$ cat src/pwmcs_pkg.sv
// constants for the pulse width control and clock select block
package pwmcs_pkg;

   // ==================================================================
   // register map: printed offsets are indexes, byte address = index * 4
   localparam logic [11:0] BLOCKING_BASE     = 12'h200;
   localparam logic [11:0] NONBLOCKING_BASE  = 12'h300;
   localparam logic [11:0] IDX_CHAN_CTRL     = 12'h060;
   localparam logic [11:0] IDX_PRESCALE_SEL  = 12'h061;
   localparam logic [11:0] IDX_SCALE_A       = 12'h062;
   localparam int          ADDR_W            = 14;

   // ==================================================================
   // reset values
   localparam logic [7:0] CHAN_CTRL_RST     = 8'h00;
   localparam logic [7:0] PRESCALE_SEL_RST  = 8'h00;
   localparam logic [7:0] SCALE_A_RST       = 8'h00;

   // ==================================================================
   // field positions in channel_control
   localparam int CTRL_ALIGN_LSB  = 6;
   localparam int CTRL_CLK1_POS   = 5;
   localparam int CTRL_CLK0_POS   = 4;
   localparam int CTRL_LEVEL_LSB  = 2;
   localparam int CTRL_ON_LSB     = 0;

   // field positions in prescale_select
   localparam int PRE_B_LSB  = 4;
   localparam int PRE_A_LSB  = 0;
   localparam logic [7:0] PRE_WRITE_MASK = 8'h77;

   // ==================================================================
   // prescaler counter width, enough for divide by 128
   localparam int PRE_CNT_W = 7;

   // ==================================================================
   // bus responses
   localparam logic [1:0] RESP_OKAY   = 2'b00;
   localparam logic [1:0] RESP_SLVERR = 2'b10;

endpackage : pwmcs_pkg

$ cat src/pwmcs_scaler.sv
// scale divider: one output pulse per 2*scale input pulses
`timescale 1ns/1ps
module pwmcs_scaler (
   input  wire logic       aclk,
   input  wire logic       aresetn,
   input  wire logic       load,
   input  wire logic [7:0] scale,
   input  wire logic       tick_in,
   output logic            tick_out
);
   import pwmcs_pkg::*;

   typedef struct packed {
      logic [7:0] cnt;
      logic       phase;
   } pwmcs_scl_t;

   pwmcs_scl_t st_r;
   pwmcs_scl_t st_nxt;

   // ==================================================================
   // next state
   always_comb begin
      st_nxt = st_r;
      // (RL16) a write to the scale register reloads
      if (load) begin
         st_nxt.cnt   = scale;
         st_nxt.phase = 1'b0;
      end else if (tick_in) begin
         // (RL15) zero counts as 256: 0 wraps through 255 down to 1
         if (st_r.cnt == 8'h01) begin
            st_nxt.cnt   = scale;
            st_nxt.phase = ~st_r.phase;
         end else begin
            st_nxt.cnt = st_r.cnt - 8'h01;
         end
      end
   end

   // (RL14) one pulse per two half periods of scale ticks
   // (RL23) scaled clock is an enable pulse, not a clock net
   assign tick_out = tick_in && !load && (st_r.cnt == 8'h01) && st_r.phase;

   // ==================================================================
   // registers
   always_ff @(posedge aclk) begin
      if (!aresetn) begin
         st_r.cnt   <= SCALE_A_RST;
         st_r.phase <= 1'b0;
      end else begin
         st_r <= st_nxt;
      end
   end

endmodule : pwmcs_scaler

$ cat src/pwmcs_top.sv
// two-channel pulse width control, prescaler and clock select front end
//
// Overview of operation
// (RL1) alignment bit one means center aligned
// (RL2) channel 1 uses clock B or scaled B
// (RL3) channel 0 uses clock A or scaled A
// (RL4) level one: start high, low at match
// (RL5) level zero: start low, high at match
// (RL6) output starts on next selected clock tick
// (RL7) prescaler stops when both channels off
// (RL8) level bits writable anytime, applied at once
// (RL9) clock selects writable anytime, no deferral
// (RL10) prescale selects writable anytime, applied at once
// (RL11) software changes alignment only while disabled
// (RL12) clock B is interface clock over 2^sel
// (RL13) clock A is interface clock over 2^sel
// (RL14) scaled A is clock A over 2*scale
// (RL15) scale zero counts as 256
// (RL16) scale write reloads scale counter
// (RL17) registers at both blocking and nonblocking bases
// (RL18) control register resets to zero
// (RL19) reserved bits read zero, ignore writes
// (RL20) interface clock is the base clock
// (RL21) one waveform output per channel
// (RL22) prescale and scale registers reset zero
// (RL23) scaled clock A is enable pulse
//
// Register access over AXI4-Lite was decided locally.
`timescale 1ns/1ps
module pwmcs_top (
   input  wire logic                        aclk,
   input  wire logic                        aresetn,
   // AXI4-Lite slave
   input  wire logic [pwmcs_pkg::ADDR_W-1:0] s_axi_awaddr,
   input  wire logic                        s_axi_awvalid,
   output logic                             s_axi_awready,
   input  wire logic [31:0]                 s_axi_wdata,
   input  wire logic [3:0]                  s_axi_wstrb,
   input  wire logic                        s_axi_wvalid,
   output logic                             s_axi_wready,
   output logic [1:0]                       s_axi_bresp,
   output logic                             s_axi_bvalid,
   input  wire logic                        s_axi_bready,
   input  wire logic [pwmcs_pkg::ADDR_W-1:0] s_axi_araddr,
   input  wire logic                        s_axi_arvalid,
   output logic                             s_axi_arready,
   output logic [31:0]                      s_axi_rdata,
   output logic [1:0]                       s_axi_rresp,
   output logic                             s_axi_rvalid,
   input  wire logic                        s_axi_rready,
   // counter side of each channel
   input  wire logic [1:0]                  period_start,
   input  wire logic [1:0]                  duty_match,
   input  wire logic                        scaled_clock_b,
   output logic                             clock_b_tick,
   output logic [1:0]                       chan_tick,
   output logic [1:0]                       chan_run,
   output logic [1:0]                       center_align_sel,
   output logic                             wave_out_0,
   output logic                             wave_out_1
);
   import pwmcs_pkg::*;

   // ==================================================================
   // state
   typedef struct packed {
      logic [7:0]           ctrl;
      logic [7:0]           pre;
      logic [7:0]           scl_a;
      logic [PRE_CNT_W-1:0] pre_cnt;
      logic [1:0]           run;
      logic [1:0]           past_match;
      logic [1:0]           wave;
      logic                 aw_got;
      logic [ADDR_W-1:0]    aw_addr;
      logic                 w_got;
      logic [31:0]          w_data;
      logic [3:0]           w_strb;
      logic                 bvalid;
      logic [1:0]           bresp;
      logic                 rvalid;
      logic [31:0]          rdata;
      logic [1:0]           rresp;
   } pwmcs_state_t;

   pwmcs_state_t st_r;
   pwmcs_state_t st_nxt;

   logic       clock_a_tick;
   logic       scaled_a_tick;
   logic       scale_load;
   logic [7:0] scale_val;
   logic [1:0] sel_tick;
   logic [1:0] start_level;
   logic [1:0] chan_on;

   // ==================================================================
   // helpers
   // one pulse every 2^sel cycles of the free prescaler count
   function automatic logic pre_tick(input logic [PRE_CNT_W-1:0] cnt,
                                     input logic [2:0] sel);
      logic [PRE_CNT_W-1:0] mask;
      mask = PRE_CNT_W'((8'h01 << sel) - 8'h01);
      return (cnt & mask) == mask;
   endfunction : pre_tick

   // (RL17) register index for either window; 3 = unmapped
   function automatic logic [1:0] reg_sel(input logic [ADDR_W-1:0] addr);
      logic [11:0] idx;
      idx = addr[ADDR_W-1:2];
      if (idx == BLOCKING_BASE + IDX_CHAN_CTRL
          || idx == NONBLOCKING_BASE + IDX_CHAN_CTRL)
         return 2'd0;
      else if (idx == BLOCKING_BASE + IDX_PRESCALE_SEL
               || idx == NONBLOCKING_BASE + IDX_PRESCALE_SEL)
         return 2'd1;
      else if (idx == BLOCKING_BASE + IDX_SCALE_A
               || idx == NONBLOCKING_BASE + IDX_SCALE_A)
         return 2'd2;
      else
         return 2'd3;
   endfunction : reg_sel

   // ==================================================================
   // field views
   assign chan_on          = st_r.ctrl[CTRL_ON_LSB +: 2];
   assign start_level      = st_r.ctrl[CTRL_LEVEL_LSB +: 2];
   // (RL1) alignment bits go straight to the counters
   assign center_align_sel = st_r.ctrl[CTRL_ALIGN_LSB +: 2];

   // ==================================================================
   // clock generation, all as enables on the interface clock
   // (RL20) prescaler counts interface clock cycles
   // (RL13) clock A rate from low select field
   assign clock_a_tick = (chan_on != 2'b00) && pre_tick(st_r.pre_cnt, st_r.pre[PRE_A_LSB +: 3]);
   // (RL12) clock B rate from high select field
   assign clock_b_tick = (chan_on != 2'b00) && pre_tick(st_r.pre_cnt, st_r.pre[PRE_B_LSB +: 3]);

   pwmcs_scaler u_scale_a (
      .aclk     (aclk),
      .aresetn  (aresetn),
      .load     (scale_load),
      .scale    (scale_val),
      .tick_in  (clock_a_tick),
      .tick_out (scaled_a_tick)
   );

   // (RL3) channel 0 source; (RL9) select used live, no sync to period
   assign sel_tick[0] = st_r.ctrl[CTRL_CLK0_POS] ? scaled_a_tick : clock_a_tick;
   // (RL2) channel 1 source
   assign sel_tick[1] = st_r.ctrl[CTRL_CLK1_POS] ? scaled_clock_b : clock_b_tick;
   assign chan_tick   = sel_tick & st_r.run;
   assign chan_run    = st_r.run;

   // ==================================================================
   // bus handshakes
   assign s_axi_awready = !st_r.aw_got && !st_r.bvalid;
   assign s_axi_wready  = !st_r.w_got && !st_r.bvalid;
   assign s_axi_arready = !st_r.rvalid;
   assign s_axi_bvalid  = st_r.bvalid;
   assign s_axi_bresp   = st_r.bresp;
   assign s_axi_rvalid  = st_r.rvalid;
   assign s_axi_rdata   = st_r.rdata;
   assign s_axi_rresp   = st_r.rresp;
   assign wave_out_0    = st_r.wave[0];
   assign wave_out_1    = st_r.wave[1];

   // scale reload fires in the cycle the write is committed
   assign scale_load = st_r.aw_got && st_r.w_got && !st_r.bvalid
                       && st_r.w_strb[0] && reg_sel(st_r.aw_addr) == 2'd2;
   // (RL16) the register updates on the same edge, so load the incoming byte
   assign scale_val  = scale_load ? st_r.w_data[7:0] : st_r.scl_a;

   // ==================================================================
   // next state
   always_comb begin
      logic [1:0] wsel;
      logic [1:0] rsel;
      st_nxt = st_r;
      wsel   = reg_sel(st_r.aw_addr);
      rsel   = reg_sel(s_axi_araddr);

      // write channels taken in either order
      if (s_axi_awvalid && s_axi_awready) begin
         st_nxt.aw_got  = 1'b1;
         st_nxt.aw_addr = s_axi_awaddr;
      end
      if (s_axi_wvalid && s_axi_wready) begin
         st_nxt.w_got  = 1'b1;
         st_nxt.w_data = s_axi_wdata;
         st_nxt.w_strb = s_axi_wstrb;
      end
      if (st_r.aw_got && st_r.w_got && !st_r.bvalid) begin
         st_nxt.aw_got = 1'b0;
         st_nxt.w_got  = 1'b0;
         st_nxt.bvalid = 1'b1;
         st_nxt.bresp  = (wsel == 2'd3) ? RESP_SLVERR : RESP_OKAY;
         // only the low byte lane holds register bits
         if (st_r.w_strb[0]) begin
            unique case (wsel)
               // (RL8) (RL9) control bits take effect immediately
               2'd0: st_nxt.ctrl = st_r.w_data[7:0];
               // (RL10) (RL19) new rate at once, reserved bits dropped
               2'd1: st_nxt.pre = st_r.w_data[7:0] & PRE_WRITE_MASK;
               2'd2: st_nxt.scl_a = st_r.w_data[7:0];
               2'd3: st_nxt.bresp = RESP_SLVERR;
            endcase
         end
      end
      if (st_r.bvalid && s_axi_bready) begin
         st_nxt.bvalid = 1'b0;
      end

      // read
      if (s_axi_arvalid && s_axi_arready) begin
         st_nxt.rvalid = 1'b1;
         st_nxt.rresp  = RESP_OKAY;
         st_nxt.rdata  = 32'h0000_0000;
         unique case (rsel)
            2'd0: st_nxt.rdata[7:0] = st_r.ctrl;
            // (RL19) reserved bits never stored, read zero
            2'd1: st_nxt.rdata[7:0] = st_r.pre;
            2'd2: st_nxt.rdata[7:0] = st_r.scl_a;
            2'd3: st_nxt.rresp = RESP_SLVERR;
         endcase
      end else if (st_r.rvalid && s_axi_rready) begin
         st_nxt.rvalid = 1'b0;
      end

      // (RL7) prescaler held at zero while both channels are off
      if (chan_on == 2'b00) begin
         st_nxt.pre_cnt = '0;
      end else begin
         st_nxt.pre_cnt = st_r.pre_cnt + PRE_CNT_W'(1);
      end

      for (int i = 0; i < 2; i++) begin
         // (RL6) enable caught by the next selected clock tick
         if (!chan_on[i]) begin
            st_nxt.run[i]        = 1'b0;
            st_nxt.past_match[i] = 1'b0;
         end else if (!st_r.run[i] && sel_tick[i]) begin
            st_nxt.run[i]        = 1'b1;
            st_nxt.past_match[i] = 1'b0;
         end else if (st_r.run[i] && sel_tick[i]) begin
            // a match in the same tick as a period start wins: zero duty
            if (duty_match[i]) begin
               st_nxt.past_match[i] = 1'b1;
            end else if (period_start[i]) begin
               st_nxt.past_match[i] = 1'b0;
            end
         end
         // (RL4) (RL5) (RL21) level follows polarity live; may clip a pulse
         if (st_nxt.run[i]) begin
            st_nxt.wave[i] = st_nxt.past_match[i] ? ~start_level[i] : start_level[i];
         end else begin
            st_nxt.wave[i] = 1'b0;
         end
      end
   end

   // ==================================================================
   // registers
   always_ff @(posedge aclk) begin
      if (!aresetn) begin
         // (RL18) control clear
         st_r.ctrl       <= CHAN_CTRL_RST;
         // (RL22) prescale and scale clear
         st_r.pre        <= PRESCALE_SEL_RST;
         st_r.scl_a      <= SCALE_A_RST;
         st_r.pre_cnt    <= '0;
         st_r.run        <= 2'b00;
         st_r.past_match <= 2'b00;
         st_r.wave       <= 2'b00;
         st_r.aw_got     <= 1'b0;
         st_r.aw_addr    <= '0;
         st_r.w_got      <= 1'b0;
         st_r.w_data     <= 32'h0000_0000;
         st_r.w_strb     <= 4'h0;
         st_r.bvalid     <= 1'b0;
         st_r.bresp      <= RESP_OKAY;
         st_r.rvalid     <= 1'b0;
         st_r.rdata      <= 32'h0000_0000;
         st_r.rresp      <= RESP_OKAY;
      end else begin
         st_r <= st_nxt;
      end
   end

endmodule : pwmcs_top

$ cat config.mk
export PLATFORM = sky130hd
export DESIGN_NAME = pwmcs_top
export DESIGN_NICKNAME = d
export VERILOG_FILES = /design/src/pwmcs_pkg.sv /design/src/pwmcs_scaler.sv /design/src/pwmcs_top.sv
export SDC_FILE = /design/constraint.sdc
export NUM_CORES = 1
export LEC_CHECK = 0
export BUFFER_PORTS_ARGS = -buffer_cell sky130_fd_sc_hd__buf_2
export CAP_MARGIN = 15
export CORE_UTILIZATION = 48
export CTS_BUF_LIST = sky130_fd_sc_hd__clkbuf_2
export CTS_CLUSTER_DIAMETER = 30
export DETAILED_ROUTE_END_ITERATION = 12
export PLACE_DENSITY = 0.75
export SLEW_MARGIN = 5
export SYNTH_ARGS = -nofsm -noshare
export SYNTH_HDL_FRONTEND = slang
export SYNTH_SLANG_ARGS = --single-unit
export TNS_END_PERCENT = 50
$ cat constraint.sdc
create_clock -name aclk -period 2.35 [get_ports aclk]
set_clock_uncertainty 0.05 [all_clocks]
set_input_delay 0.47 -clock aclk [delete_from_list [all_inputs] [get_ports aclk]]
set_output_delay 0.47 -clock aclk [all_outputs]
set_load 0.02 [all_outputs]
==> results <==
- The number of clock buffers added by TritonCTS is 9.
- The critical path depth in cells is 6.
- The worst hold path passes through 3 cells.
- The setup check on the worst reg-to-reg path leaves a slack of -0.21 ns.
- The startpoint of the most critical hold path is s_axi_awaddr[4].
- The number of enable-type register cells in the synthesized netlist is 0.
- Before antenna repair, the detailed router went through 4 iterations.
- The total overflow reported by the global router is 0.
- The library cell with the highest instance count after synthesis is sky130_fd_sc_hd__nand2_1.
- The slew at the pin with the worst max-slew slack is 0.5267 ns.
- The global placer's final weighted congestion is 0.8477.
- The floorplan step defined a die boundary enclosing 8575 um^2.
- The worst hold endpoint is st_r[79].
- Row generation in the floorplan step produced 32 rows.
- The effective utilization at floorplan is 50.21%.
- Once routing completed, OpenROAD measured the worst setup slack at -0.5213 ns.
- Once detailed placement completed, the half-perimeter wirelength came to 6.008 mm.
- The run finished, with violations left.
- The number of placed instances, taps included, is 628.
- Entering global routing, the biggest net connects 29 pins.
- The setup TNS after final layout is -2.986 ns.
- The residual antenna-violating net count after detailed routing is 0.
- The number of cell instances on the worst register-to-register path is 7.
- The number of setup violations in the final report is 16.
- Setup repair after global routing could not meet its margin everywhere.
- The non-filler instance count after layout is 648.
- The slowest library cell on the worst path is sky130_fd_sc_hd__or4_4.
- The DRC violation count after routing is 0.
- The vertical extent of the die is 92.60 um.
- In the synthesized netlist the dominant register cell turns out to be sky130_fd_sc_hd__dfxtp_1.
- By count the netlist is led by sky130_fd_sc_hd__nand2_1, sky130_fd_sc_hd__dfxtp_1, sky130_fd_sc_hd__buf_4.
- In this run the tool buffered the top-level ports with 66 buffer cells.
- The startpoint type of the worst setup path is a flop.
- The yosys synthesis warning count is 0.
- Of the cells placed in the final design, the portion with a size suffix greater than 1 is 24.18%.
- The area share of the largest cell type after synthesis is 39.63%.
- The number of antenna diodes in the final layout is 0.
- In this run the static leakage power is 1.975 nW.
- The average wire per standard cell is 13.04 um.
- The maximum vdd drop is 0.2686 mV.
- The launching instance or port of the critical path is st_r[79].
- The reg-to-reg startpoint is st_r[81].
- The worst hold slack across all endpoints is 0.1147 ns.
- The die width is 92.60 um.
- The final layout contains routed wiring with a total length of 8.452 mm.
- The type of the most critical hold path is primary input to flop.
- Relative to the synthesized area, the layout overhead comes to 13.81%.
- The buffer and inverter count on the worst path is 1.
- The cell area that synthesis handed to floorplanning was 3940 um^2.
- The worst-case clock buffer depth is 2.
- The max-capacitance violation count is 0.
- The shortest period the worst path allows is 2.871 ns.
- The relative slew slack is 64.89%.
- In the final design database the tool counted 620 nets.
- The total number of H-tree levels is 3.
- In this run the clock root is driven by a sky130_fd_sc_hd__clkbuf_2.
- The largest total area in the synthesized netlist belongs to sky130_fd_sc_hd__dfxtp_1.
- The number of DRC markers in iteration 0 is 159.
- Across every metal layer, demand over resource in global routing totals 21.10%.
- The area of combinational cells with multiple inputs is 2105 um^2.
- Sequential cells were found to cover 39.63% of the synthesized design area.
- The later pin in the worst-skew pair is clocked with a latency of 0.52 ns.
- The kind of critical path is flop to output pin.
- The maximum achievable frequency is 348.3 MHz.
- A synthesized cell averages 8.277 um^2.
- The region available for standard cell placement spans 7848 um^2.
- TritonCTS built the clock tree.
- For the worst setup path, the data required time is 1.83 ns.
- The worst-path maximum fanout is 2.
- The worst register-to-register path ends at st_r[123].
- The kind of cell with the highest combined delay along the critical path is simple AND/OR/NAND/NOR gates.
- The clock slew at the register clock pins of the worst setup and hold paths is 0.22 ns.
- The signal on the critical path passes through or4b_4 > or4_4 > nand3_2 > a21oi_2 > and2_4 > buf_6.
- The largest incremental delay on the critical path is 0.56 ns.
- The period utilization is 122.2%.
- STA classifies the critical path endpoint as an output pin.
- After synthesis, the cell types taking the most area are sky130_fd_sc_hd__dfxtp_1, sky130_fd_sc_hd__nand2_1, sky130_fd_sc_hd__buf_4.
- For this design the ratio of total power to cell area is 519.7 nW/um^2.
- The initial antenna violation count is 0.
- Synthesis inferred 78 register bits.
- The number of filler instances in the final layout is 736.
- The synthesized netlist contains 51 unique library cells.
- Across all layers, the routed design uses 3343 vias.
- For this design, the sink count on the clock tree is 78.
- Data arrives at the worst endpoint at 2.35 ns.
- The wire length of the first global-routing pass is 14.30 mm.
- The checks that failed: negative setup slack.
- The number of max-slew violations in the final report is 0.
- The fraction of synthesis flops using an asynchronous set or reset pin is 0%.
- The instance count of the mapped netlist is 476.
- The via density per instance is 5.159.
- The number of global-route vias before repair came to 3155.
- The final hold violation count is 0.
- Summing all flip-flop and latch instances after layout gives 1577 um^2.
- The I/O pin total is 126.
## through the flow
step	utilization, %	area, um^2	total power [mW]	setup slack [ns]
2_1_floorplan	-	4041	1.578	0.005491
3_3_place_gp	54.19	4253	1.618	-0.08887
3_5_place_dp	54.19	4253	1.623	-0.1056
4_1_cts	57.13	4483	2.346	-0.5696
5_1_grt	57.14	4484	2.433	-0.6512
6_report	57.14	4484	2.331	-0.5213
## tightest hold or removal path, stage by stage
cell                       delay [ns]
sky130_fd_sc_hd__buf_2           0.09
sky130_fd_sc_hd__nand2_1         0.04
sky130_fd_sc_hd__a21boi_0        0.06
## area by class of cell
cell class	count	area share, %
Multi-Input combinational cell	351	46.93
Sequential cell	78	35.16
Timing Repair Buffer	89	11.50
Tap cell	102	2.846
Clock inverter	5	1.339
Clock buffer	11	1.228
Inverter	12	1.004
## power breakdown
group,internal (mW),switching [mW]
clock,0.257,0.472
combinational,0.0844,0.136
sequential,1.35,0.0271
## worst max path at each step
stage | to | slack (ns)
3_5_place_dp | chan_tick[0] | -0.11
6_report | chan_tick[0] | -0.52
5_1_grt | chan_tick[0] | -0.65
3_3_place_gp | chan_tick[0] | -0.09
4_1_cts | chan_tick[0] | -0.57
2_1_floorplan | chan_tick[0] | 0.005
## sequential cells by signal, summed over array words and instances, names as in the netlist, 2 cells and up
name	cells
st_r	49
u_scale_a.st_r	9
s_axi_rdata	8
chan_run	2
chan_on	2
center_align_sel	2
## cells in the final DEF, fill, tap and decap left out, types with 3 or more instances in the layout
master                     netlist  routed
sky130_fd_sc_hd__and2_1          6       4
sky130_fd_sc_hd__nand2_1        86      86
sky130_fd_sc_hd__a31oi_1         3       3
sky130_fd_sc_hd__o211a_1         4       4
sky130_fd_sc_hd__dfxtp_1        78      70
sky130_fd_sc_hd__o21ai_1         1       3
sky130_fd_sc_hd__buf_2           1      64
sky130_fd_sc_hd__xnor2_1         4       4
sky130_fd_sc_hd__clkbuf_2        0      11
sky130_fd_sc_hd__a22oi_1         6       6
sky130_fd_sc_hd__nor2b_1        24      24
sky130_fd_sc_hd__conb_1          1      26
sky130_fd_sc_hd__and3_1          4       3
sky130_fd_sc_hd__a21oi_2         0       3
sky130_fd_sc_hd__nand3_1        11      10
sky130_fd_sc_hd__or4_4           0       3
sky130_fd_sc_hd__o21ai_0        25      23
sky130_fd_sc_hd__a21oi_1        16      13
sky130_fd_sc_hd__a21boi_0       38      37
sky130_fd_sc_hd__or3_1           4       3
sky130_fd_sc_hd__inv_1          12      12
sky130_fd_sc_hd__mux2i_1        23      23
sky130_fd_sc_hd__nor2_1         20      20
sky130_fd_sc_hd__buf_4          41      23
sky130_fd_sc_hd__nand2b_1        3       3
sky130_fd_sc_hd__nor3_1          6       5
sky130_fd_sc_hd__dfxtp_2         0       6
sky130_fd_sc_hd__ha_1            3       3
## cells by family (layout without fill, tap and decap cells)
family          Yosys count  after routing  share of synthesized area (%)
compound gates          107            107                          17.97
buf+inv                  72            117                          10.99
flops                    78             78                          39.63
mux                      24             24                          6.129
xor+xnor                  6              6                          1.334
other cells               1             26                        0.09518
fa+ha+maj                 3              3                         0.9528
simple gates            185            185                          22.90
## repair_timing
action | CTS | global route
buffers inserted | 5 | 1
pin swaps | 7 | 1
endpoints found under the setup margin | 19 | 19
gates resized for setup | 30 | 5
hold buffers | 0 | 0
## metal layers
| layer | vias up | share of wire [%] | GRT usage, % |
|---|---|---|---|
| met5 | - | 0 | 0 |
| met3 | 11 | 5.0 | 3.695 |
| met4 | 0 | 1.7 | 10.42 |
| met2 | 105 | 46 | 34.38 |
| li1 | 1693 | - | - |
| met1 | 1534 | 47 | 26.82 |
Power figures use the tool's default switching activity.
